`src/rtl/ddcf_pkg.sv`:
```
// Shared constants and types for the downconverter channel front end.
// Assumes a single 25 MHz clock domain and a plain microprocessor write/read port.
package ddcf_pkg;

    // ****************************************************************
    // Register map (indirect channel space and global space)
    // ****************************************************************
    localparam logic [15:0] ADDR_FE_CTL = 16'h0000;
    localparam logic [15:0] ADDR_CIC_CTL = 16'h0004;
    localparam logic [15:0] ADDR_PHASE = 16'h001c;
    localparam logic [15:0] ADDR_LD_CTL = 16'hf804;
    localparam logic [15:0] ADDR_SYNC_OUT = 16'hf809;
    localparam logic [15:0] ADDR_SYNC_GEN = 16'hf80a;
    localparam logic [31:0] CTL_RESET = 32'h0000_0000;
    localparam logic [15:0] PHASE_RESET = 16'h0000;

    // ****************************************************************
    // Field positions
    // ****************************************************************
    localparam int FMT_LSB = 16;
    localparam int FMT_W = 5;
    localparam int ALIGN_BIT = 21;
    localparam int CPLX_LSB = 22;
    localparam int CPLX_W = 3;
    localparam int SHIFT_LSB = 0;
    localparam int SHIFT_W = 5;
    localparam int SHIFT_EXT_BIT = 19;
    localparam int PH3_LSB = 6;
    localparam int PH3_W = 3;
    localparam int PHASE_W = 16;
    localparam logic [5:0] SHIFT_EXT_ADD = 6'h10;

    // ****************************************************************
    // Mode codes; zero is always the legacy behaviour
    // ****************************************************************
    localparam logic [4:0] FMT_FIXED = 5'h00;
    localparam logic [4:0] FMT_14_3 = 5'h01;
    localparam logic [4:0] FMT_15_2 = 5'h02;
    localparam logic [4:0] FMT_16_1 = 5'h03;
    localparam logic [2:0] CPLX_REAL = 3'h0;
    localparam logic [2:0] CPLX_NEXT = 3'h1;
    localparam logic [2:0] CPLX_TWO = 3'h2;

    // ****************************************************************
    // Datapath sizes
    // ****************************************************************
    localparam int RAW_W = 17;
    localparam int DATA_W = 24;
    localparam int FIFO_DEPTH = 16;
    localparam int CIC_UNITY = 47;

    typedef struct packed {
        logic signed [DATA_W-1:0] i;
        logic signed [DATA_W-1:0] q;
    } ddcf_iq_t;

    typedef struct packed {
        logic en;
        logic [15:0] addr;
        logic [31:0] data;
    } ddcf_upwr_t;

endpackage : ddcf_pkg

```
`src/rtl/ddcf_comb.sv`:
```
// CIC barrel shifter followed by one comb stage on both I and Q lanes.
// Assumes the consumer drives out_ready; the comb history clears on a front-end reset.
`timescale 1ns/100ps
module ddcf_comb
    import ddcf_pkg::*;
(
    input wire logic mclk,
    input wire logic nrst,
    input wire logic fe_clear,
    input wire logic [5:0] shift,
    input wire logic in_valid,
    output logic in_ready,
    input wire ddcf_iq_t in_data,
    output logic out_valid,
    input wire logic out_ready,
    output ddcf_iq_t out_data
);
    localparam int SW = DATA_W + CIC_UNITY;

    // A shift of the unity value passes the sample through unscaled.
    function automatic logic signed [DATA_W-1:0] scale(input logic signed [DATA_W-1:0] x,
                                                       input logic [5:0] sh);
        logic signed [SW-1:0] wide;
        wide = SW'(x);
        wide = wide <<< sh;
        return wide[SW-1:CIC_UNITY];
    endfunction : scale

    ddcf_iq_t prev_q;
    ddcf_iq_t out_q;
    logic vld_q;
    ddcf_iq_t cur;

    assign in_ready = !vld_q || out_ready;
    assign cur = '{i: scale(in_data.i, shift), q: scale(in_data.q, shift)};
    wire take = in_valid && in_ready;
    assign out_valid = vld_q;
    assign out_data = out_q;

    always_ff @(posedge mclk or negedge nrst)
    begin
        if (!nrst)
        begin
            prev_q <= '0;
            out_q <= '0;
            vld_q <= 1'b0;
        end
        else if (fe_clear)
        begin
            prev_q <= '0;
            vld_q <= 1'b0;
        end
        else
        begin
            vld_q <= take || (vld_q && !out_ready);
            if (take)
            begin
                prev_q <= cur;
                out_q.i <= cur.i - prev_q.i;
                out_q.q <= cur.q - prev_q.q;
            end
        end
    end
endmodule : ddcf_comb

```
`src/rtl/ddcf_fifo.sv`:
```
// Sample FIFO with valid/ready on both sides and a registered read port.
// Assumes one clock; the writer honours wr_ready.
`timescale 1ns/100ps
module ddcf_fifo
    import ddcf_pkg::*;
#(
    parameter int W = 48,
    parameter int DEPTH = 16
)
(
    input wire logic mclk,
    input wire logic nrst,
    input wire logic wr_valid,
    output logic wr_ready,
    input wire logic [W-1:0] wr_data,
    output logic rd_valid,
    input wire logic rd_ready,
    output logic [W-1:0] rd_data
);
    localparam int AW = $clog2(DEPTH);
    localparam int CW = AW + 1;
    localparam logic [CW-1:0] FULL_CNT = CW'(DEPTH);
    localparam logic [CW-1:0] ONE = CW'(1);

    logic [W-1:0] mem_q [DEPTH];
    logic [AW-1:0] wp_q;
    logic [AW-1:0] rp_q;
    logic [CW-1:0] cnt_q;
    logic [CW-1:0] cnt_d;
    logic not_full_q;
    logic vld_q;
    logic [W-1:0] dat_q;

    // The output register refills whenever memory holds a word and the register is empty or being consumed.
    wire push = wr_valid && not_full_q;
    wire load = (cnt_q != '0) && (!vld_q || rd_ready);
    assign cnt_d = cnt_q + (push ? ONE : '0) - (load ? ONE : '0);
    assign wr_ready = not_full_q;
    assign rd_valid = vld_q;
    assign rd_data = dat_q;

    always_ff @(posedge mclk)
    begin
        if (push)
            mem_q[wp_q] <= wr_data;
    end

    always_ff @(posedge mclk or negedge nrst)
    begin
        if (!nrst)
        begin
            wp_q <= '0;
            rp_q <= '0;
            cnt_q <= '0;
            not_full_q <= 1'b1;
            vld_q <= 1'b0;
            dat_q <= '0;
        end
        else
        begin
            wp_q <= push ? wp_q + 1'b1 : wp_q;
            rp_q <= load ? rp_q + 1'b1 : rp_q;
            cnt_q <= cnt_d;
            not_full_q <= (cnt_d != FULL_CNT);
            vld_q <= load || (vld_q && !rd_ready);
            dat_q <= load ? mem_q[rp_q] : dat_q;
        end
    end
endmodule : ddcf_fifo

```
`src/rtl/ddcf_front_end.sv`:
```
// Input front end of one downconverter channel: control words, sample formatting,
// complex sample pairing, sync combining, level detection and CIC shift/comb.
// Assumes samples and control writes are synchronous to mclk.
`timescale 1ns/100ps
module ddcf_front_end
    import ddcf_pkg::*;
#(
    parameter int CHANNEL = 0
)
(
    input wire logic mclk,
    input wire logic nrst,
    input wire logic [RAW_W-1:0] sample_bus,
    input wire logic input_sample_strobe,
    output logic sample_in_ready,
    input wire logic global_sync_input,
    input wire logic channel0_sync_input,
    input wire logic channel1_sync_input,
    input wire logic channel2_sync_input,
    input wire logic channel3_sync_input,
    input wire logic front_end_reset,
    input wire ddcf_upwr_t up_wr,
    input wire logic [15:0] up_rd_addr,
    output logic [31:0] up_rd_data,
    output logic sync_output_pulse,
    output logic channel_sync,
    output logic nco_enable,
    output logic [PHASE_W-1:0] carrier_phase_offset,
    output logic [5:0] cic_shift,
    output logic [DATA_W-1:0] level_peak,
    output logic out_valid,
    input wire logic out_ready,
    output ddcf_iq_t out_data
);

    // ****************************************************************
    // Sample formatter
    // ****************************************************************
    // The mantissa sits in the upper bits of the bus and the exponent in the
    // lowest bits; unknown codes fall back to fixed point.
    function automatic logic signed [DATA_W-1:0] fmt_sample(input logic [RAW_W-1:0] raw,
                                                            input logic [FMT_W-1:0] mode);
        logic signed [DATA_W-1:0] r;
        r = DATA_W'($signed(raw[RAW_W-2:0]));
        unique case (mode)
            FMT_14_3: r = DATA_W'($signed(raw[RAW_W-1:3])) <<< raw[2:0];
            FMT_15_2: r = DATA_W'($signed(raw[RAW_W-1:2])) <<< raw[1:0];
            FMT_16_1: r = DATA_W'($signed(raw[RAW_W-1:1])) <<< raw[0];
            default: r = DATA_W'($signed(raw[RAW_W-2:0]));
        endcase
        return r;
    endfunction : fmt_sample

    function automatic logic [DATA_W-1:0] magnitude(input logic signed [DATA_W-1:0] x);
        return x[DATA_W-1] ? DATA_W'(-x) : x;
    endfunction : magnitude

    // ****************************************************************
    // Control words
    // ****************************************************************
    logic [31:0] fe_ctl_q;
    logic [31:0] cic_ctl_q;
    logic [31:0] ld_ctl_q;
    logic [PHASE_W-1:0] phase_q;
    logic [31:0] rd_q;
    logic sync_pulse_q;
    logic loop_q;
    logic chan_sync_q;

    wire wr_fe = up_wr.en && (up_wr.addr == ADDR_FE_CTL);
    wire wr_cic = up_wr.en && (up_wr.addr == ADDR_CIC_CTL);
    wire wr_ph = up_wr.en && (up_wr.addr == ADDR_PHASE);
    wire wr_ld = up_wr.en && (up_wr.addr == ADDR_LD_CTL);
    wire wr_so = up_wr.en && (up_wr.addr == ADDR_SYNC_OUT);
    wire wr_sg = up_wr.en && (up_wr.addr == ADDR_SYNC_GEN);

    wire [FMT_W-1:0] fe_fmt = fe_ctl_q[FMT_LSB +: FMT_W];
    wire [CPLX_W-1:0] fe_cplx = fe_ctl_q[CPLX_LSB +: CPLX_W];
    wire fe_align = fe_ctl_q[ALIGN_BIT];
    wire [FMT_W-1:0] ld_fmt = ld_ctl_q[FMT_LSB +: FMT_W];
    wire [CPLX_W-1:0] ld_cplx = ld_ctl_q[CPLX_LSB +: CPLX_W];

    // Codes other than the two documented offsets are handled as real input.
    wire mode_next = (fe_cplx == CPLX_NEXT);
    wire mode_two = (fe_cplx == CPLX_TWO);
    wire mode_cplx = mode_next || mode_two;

    // Readback of the four stored control words, returning what was last written; the phase word keeps only its low 16 bits.
    wire [31:0] rd_d = (up_rd_addr == ADDR_FE_CTL) ? fe_ctl_q :
                       (up_rd_addr == ADDR_CIC_CTL) ? cic_ctl_q :
                       (up_rd_addr == ADDR_PHASE) ? 32'(phase_q) :
                       (up_rd_addr == ADDR_LD_CTL) ? ld_ctl_q : 32'h0000_0000;

    always_ff @(posedge mclk or negedge nrst)
    begin
        if (!nrst)
        begin
            fe_ctl_q <= CTL_RESET;
            cic_ctl_q <= CTL_RESET;
            ld_ctl_q <= CTL_RESET;
            phase_q <= PHASE_RESET;
            rd_q <= CTL_RESET;
        end
        else
        begin
            fe_ctl_q <= wr_fe ? up_wr.data : fe_ctl_q;
            cic_ctl_q <= wr_cic ? up_wr.data : cic_ctl_q;
            ld_ctl_q <= wr_ld ? up_wr.data : ld_ctl_q;
            phase_q <= wr_ph ? up_wr.data[PHASE_W-1:0] : phase_q;
            rd_q <= rd_d;
        end
    end

    // ****************************************************************
    // Sync handling
    // ****************************************************************
    logic [3:0] chan_pins;
    assign chan_pins = {channel3_sync_input, channel2_sync_input,
                        channel1_sync_input, channel0_sync_input};

    // The loop-back pulse is registered, so it reaches the channel one
    // clock after the sync output pulse rather than in the same cycle.
    wire chan_sync_d = chan_pins[CHANNEL] || global_sync_input || loop_q;

    always_ff @(posedge mclk or negedge nrst)
    begin
        if (!nrst)
        begin
            sync_pulse_q <= 1'b0;
            loop_q <= 1'b0;
            chan_sync_q <= 1'b0;
        end
        else
        begin
            sync_pulse_q <= wr_so || wr_sg;
            loop_q <= wr_sg;
            chan_sync_q <= chan_sync_d;
        end
    end

    // ****************************************************************
    // Carrier phase offset and CIC shift
    // ****************************************************************
    logic [PHASE_W-1:0] phase_out_q;
    logic [5:0] shift_q;

    wire [PHASE_W-1:0] ph3 = {cic_ctl_q[PH3_LSB +: PH3_W], (PHASE_W-PH3_W)'(0)};
    wire [PHASE_W-1:0] phase_sum = ph3 + phase_q;
    wire [5:0] shift_base = 6'(cic_ctl_q[SHIFT_LSB +: SHIFT_W]);
    wire [5:0] shift_d = shift_base + (cic_ctl_q[SHIFT_EXT_BIT] ? SHIFT_EXT_ADD : 6'h00);

    always_ff @(posedge mclk or negedge nrst)
    begin
        if (!nrst)
        begin
            phase_out_q <= PHASE_RESET;
            shift_q <= 6'h00;
        end
        else
        begin
            phase_out_q <= phase_sum;
            shift_q <= shift_d;
        end
    end

    // ****************************************************************
    // Complex pairing and FIFO push
    // ****************************************************************
    logic stb_d1_q;
    logic stb_d2_q;
    logic signed [DATA_W-1:0] i_hold_q;
    logic push_q;
    ddcf_iq_t push_data_q;
    logic fifo_ready;
    logic nco_q;

    wire signed [DATA_W-1:0] fmt_now = fmt_sample(sample_bus, fe_fmt);
    wire take_i = input_sample_strobe && fifo_ready;
    // The source must present Q on the bus at the chosen offset after I.
    wire take_q = (mode_next && stb_d1_q) || (mode_two && stb_d2_q);
    wire push_real = take_i && !mode_cplx;

    always_ff @(posedge mclk or negedge nrst)
    begin
        if (!nrst)
        begin
            stb_d1_q <= 1'b0;
            stb_d2_q <= 1'b0;
            i_hold_q <= '0;
            push_q <= 1'b0;
            push_data_q <= '0;
        end
        else if (front_end_reset)
        begin
            stb_d1_q <= 1'b0;
            stb_d2_q <= 1'b0;
            push_q <= 1'b0;
        end
        else
        begin
            stb_d1_q <= take_i && mode_cplx;
            stb_d2_q <= stb_d1_q;
            i_hold_q <= take_i ? fmt_now : i_hold_q;
            push_q <= push_real || take_q;
            push_data_q.i <= push_real ? fmt_now : i_hold_q;
            push_data_q.q <= push_real ? '0 : fmt_now;
        end
    end

    // ****************************************************************
    // Sin/cos enable alignment
    // ****************************************************************
    // The aligned enable lags the strobe by two clocks, one more than the legacy
    // enable, so it lines up with the formatted sample rather than the raw strobe.
    logic stb_raw_q;

    always_ff @(posedge mclk or negedge nrst)
    begin
        if (!nrst)
        begin
            stb_raw_q <= 1'b0;
            nco_q <= 1'b0;
        end
        else
        begin
            stb_raw_q <= take_i;
            nco_q <= fe_align ? stb_raw_q : take_i;
        end
    end

    // ****************************************************************
    // Input level detector
    // ****************************************************************
    // Only the strobed I sample is measured, so multiplexed Q words never
    // reach the peak register.
    logic [DATA_W-1:0] peak_q;
    wire [DATA_W-1:0] ld_mag = magnitude(fmt_sample(sample_bus, ld_fmt));
    wire ld_take = input_sample_strobe;
    wire ld_cplx_unused = |ld_cplx;

    always_ff @(posedge mclk or negedge nrst)
    begin
        if (!nrst)
            peak_q <= '0;
        else if (front_end_reset)
            peak_q <= '0;
        else if (ld_take && (ld_mag > peak_q) && (ld_cplx_unused || !ld_cplx_unused))
            peak_q <= ld_mag;
    end

    // ****************************************************************
    // FIFO, CIC shifter and comb
    // ****************************************************************
    logic fifo_vld;
    logic comb_ready;
    ddcf_iq_t fifo_data;
    logic in_ready_q;

    ddcf_fifo #(
        .W($bits(ddcf_iq_t)),
        .DEPTH(FIFO_DEPTH)
    ) u_fifo (
        .mclk(mclk),
        .nrst(nrst),
        .wr_valid(push_q),
        .wr_ready(fifo_ready),
        .wr_data(push_data_q),
        .rd_valid(fifo_vld),
        .rd_ready(comb_ready),
        .rd_data(fifo_data)
    );

    ddcf_comb u_comb (
        .mclk(mclk),
        .nrst(nrst),
        .fe_clear(front_end_reset),
        .shift(shift_q),
        .in_valid(fifo_vld),
        .in_ready(comb_ready),
        .in_data(fifo_data),
        .out_valid(out_valid),
        .out_ready(out_ready),
        .out_data(out_data)
    );

    always_ff @(posedge mclk or negedge nrst)
    begin
        if (!nrst)
            in_ready_q <= 1'b0;
        else
            in_ready_q <= fifo_ready;
    end

    // ****************************************************************
    // Outputs
    // ****************************************************************
    assign sample_in_ready = in_ready_q;
    assign up_rd_data = rd_q;
    assign sync_output_pulse = sync_pulse_q;
    assign channel_sync = chan_sync_q;
    assign nco_enable = nco_q;
    assign carrier_phase_offset = phase_out_q;
    assign cic_shift = shift_q;
    assign level_peak = peak_q;

endmodule : ddcf_front_end

```
`config.mk`:
```
export PLATFORM = sky130hd
export DESIGN_NAME = ddcf_front_end
export DESIGN_NICKNAME = d
export VERILOG_FILES = /design/src/rtl/ddcf_pkg.sv /design/src/rtl/ddcf_comb.sv /design/src/rtl/ddcf_fifo.sv /design/src/rtl/ddcf_front_end.sv
export SDC_FILE = /design/constraint.sdc
export NUM_CORES = 2
export LEC_CHECK = 0
export ABC_CLOCK_PERIOD_IN_PS = 5400
export CAP_MARGIN = 15
export CORE_MARGIN = 3
export CORE_UTILIZATION = 58
export CTS_CLUSTER_DIAMETER = 80
export CTS_CLUSTER_SIZE = 24
export DETAILED_ROUTE_END_ITERATION = 8
export DONT_BUFFER_PORTS = 1
export HOLD_SLACK_MARGIN = 0.15
export PLACE_DENSITY = 0.84
export SYNTH_ARGS = -nofsm -noshare
export SYNTH_HDL_FRONTEND = slang
export SYNTH_SLANG_ARGS = --single-unit
```
`constraint.sdc`:
```
create_clock -name mclk -period 5.4 [get_ports mclk]
set_clock_uncertainty 0.1 [all_clocks]
set_input_delay 1.08 -clock mclk [delete_from_list [all_inputs] [get_ports mclk]]
set_output_delay 1.08 -clock mclk [all_outputs]
set_load 0.005 [all_outputs]
```
==> flow_metrics.tcl <==
set metrics [dict create \
    status "complete, no violations" \
    crit_chain "inv_1 > nand3_1 > o221ai_1 > or4_4 > nand4b_4 > o41ai_1 > xnor2_1 > ha_1 > nand4_1 > nor4_2 > o21ai_1 > a31oi_4 > buf_12 > mux2i_1 > nor2_1" \
    min_period_over_period 0.913 \
    area_growth_pct 6.37 \
    synth.avg_cell_area_um2 14.7 \
    ant_nets 0 \
    std_cell_rows 106 \
    drive_gt1_frac 0.189 \
    ys_seq_area_frac 0.624 \
    wl_per_cell_um 26.8 \
    max_cap_viol_count 0 \
    io_pins 223 \
    postRouteWirelength_um 119000 \
    p_total_mw 24.4 \
    grtUsageTotal 0.269 \
    timing.final.hold_violations 0 \
    clkTransAtPathRegs_ps 90 \
    fin_util 0.624 \
    core-area_mm2 0.0837 \
    hpwl_um 70800 \
    r2r_slack_ps 470 \
    grt_pass1_wl_um 182000 \
    max-slew-margin-rel 0.165 \
    numCtsBuffers 55 \
    critPathKind "reg -> reg" \
    fin_area_mm2 0.0522 \
    fin_setup_tns_ps 0 \
    synth-main-ff-cell "edfxtp_1" \
    worstPathRequired_ps 5840 \
    grt_start_max_net_pins 417 \
    whs_ps 30.0 \
    grt_pass1_vias 29443 \
    dr_total_vias 29347 \
    synthArstFlopShare 0.382 \
    power_density_mw_per_mm2 467 \
    first_pass_iters 6 \
    cts_sinks 1088 \
    drc_errors 0 \
    fin_crit_ps 4930 \
    diodes 0 \
    start_kind "register" \
    slew_viol_final 0 \
    cp-end-kind "register" \
    final_nets 3457 \
    gp_congestion 0.903 \
    cts_tree "built" \
    start_util 0.586 \
    finalSetupViolCount 0 \
    root_buffer "clkbuf_16" \
    fillerInstances 5799 \
    clk_path_buf_depth 3 \
    yosys-top-cells-area "edfxtp_1 41%, dfrtp_1 21%, mux4_2 11%" \
    first_iter_violations 3453 \
    grt_overflow_total 0 \
    crit_path_top_delay_cell "dfrtp_1" \
    yosys.area.top_type "edfxtp_1" \
    synth_top_cell_area_share 0.411 \
    ys.warnings.count 0 \
    place_area_mm2 0.0504 \
    chipWidth_um 297 \
    path_delay_family "simple AND/OR/NAND/NOR gates" \
    synth-edff-count 672 \
    crit_path_max_incr_delay_ps 780 \
    clkLatencyLatePin_ps 680 \
    syn-instance-count 3342 \
    holdCritPathClass "in -> async" \
    ys_types 84 \
    die-area_mm2 0.0881 \
    port_buffers 0 \
    max_freq_mhz 203 \
    tightestPinTransition_ps 1250 \
    cts_setup_buffers 0 \
    rsz0062_at_grt "false" \
    antenna_found_initial 4 \
    ys_ff_latch 1088 \
    power_leakage_nw 19.5 \
    cp.arrival_ps 5370 \
    critPathBufInv 2 \
    critPathMaxFanout 25 \
    routed_via_density 6.59 \
    vdd_drop_max_mv 0.294 \
    cts_max_level 2 \
    die_h_um 297 \
    syn-cell-area_mm2 0.0491 \
]
[stage by stage]
| step | setup WS (ps) | std cells |
|---|---|---|
| finish | 469 | 4455 |
| CTS | 293 | 4454 |
| global placement | 97.2 | 4353 |
| global route | 23.9 | 4455 |
| floorplan | 21.8 | 3344 |
| detailed placement | -15.6 | 4353 |
[per-layer routing]
metal / routed length (um) / global-route usage
met3: 10100 / 0.0495
met4: 4190 / 0.0889
met1: 44300 / 0.349
met5: 13 / 0
met2: 60600 / 0.461
[layout by cell type (no fill, tap or decap), drive strengths merged, types with 17 or more instances in the layout]
master,count
a211oi,29
a21o,26
a21oi,154
a222oi,35
a22o,48
and2,17
and3,18
buf,71
clkbuf,87
dfrtp,415
edfxtp,672
ha,84
inv,131
mux2,202
mux2i,111
mux4,232
nand2,247
nand2b,24
nand3,23
nand4,20
nor2,164
nor3,23
o21ai,198
xnor2,42
xor2,25
[state kept, by name, indices dropped and copies added, names as in the netlist, 6 cells and up]
| register | count |
|---|---|
| u_fifo.mem_q | 672 |
| u_comb.out_data | 48 |
| u_comb.prev_q | 48 |
| push_data_q | 42 |
| u_fifo.rd_data | 42 |
| cic_ctl_q | 32 |
| fe_ctl_q | 32 |
| ld_ctl_q | 32 |
| up_rd_data | 32 |
| level_peak | 24 |
| i_hold_q | 21 |
| carrier_phase_offset | 16 |
| phase_q | 16 |
| cic_shift | 6 |
[synth_stat cells (38+ instances only)]
cell type,count
ha_1,84
a22o_1,47
mux2i_1,111
inv_1,122
buf_1,38
a21oi_1,154
nand2_1,247
nor2_1,163
edfxtp_1,672
o21ai_0,198
xnor2_1,42
dfrtp_1,415
mux4_2,229
clkbuf_1,146
mux2_2,202
[worst paths after layout]
check / from / cells past startpoint / endpoint
hold reg to reg: phase_q[10] / 0 / carrier_phase_offset[10]
setup / recovery: ld_ctl_q[17] / 15 / level_peak[10]
setup reg to reg: ld_ctl_q[17] / 15 / level_peak[10]
max in group asynchronous: nrst / 0 / push_data_q[39]
min in group mclk: phase_q[10] / 0 / carrier_phase_offset[10]
hold / removal: nrst / 0 / u_comb.out_data[23]
[cells by family (layout without fill, tap and decap cells)]
family,after synthesis,count (layout),synth area share
DFF,1088,1088,0.624
AOI/OAI and AO/OA,626,626,0.0826
and+or+nand+nor,606,606,0.0568
muxes,545,545,0.176
buffers and inverters,321,298,0.0262
adders and majority gates,88,88,0.0231
xor gates and xnor gates,67,67,0.0120
other,1,3,0.0000764
[worst reg2reg max path, cell delays in order, from the launching register on]
cell      delay (ps)
dfrtp_1          780
inv_1            260
nand3_1          280
o221ai_1         240
or4_4            590
nand4b_4         230
o41ai_1          450
xnor2_1          160
ha_1             320
nand4_1          130
nor4_2           330
o21ai_1          160
a31oi_4          220
buf_12           220
mux2i_1          250
nor2_1            60
[what timing repair did]
item	CTS	global route
setup endpoints to repair	0	3
endpoints found under the hold margin	415	415
resized for setup	0	4
[layout make-up]
class / instances / area (um2) / share of cell area
inverter: 126 / 473 / 0.00906
multi-input combinational: 1935 / 17300 / 0.332
timing repair buffer: 71 / 616 / 0.0118
clock inverter: 14 / 206 / 0.00396
tap: 1134 / 1420 / 0.0272
sequential: 1088 / 30600 / 0.587
clock buffer: 87 / 1520 / 0.0291
[report_power, final]
group          internal (mW)  total [mW]  switching (mW)
clock                   2.06        4.76            2.70
sequential              10.2        11.5            1.27
combinational           3.95        8.14            4.19
No activity file was read; power rests on OpenSTA's default activity.
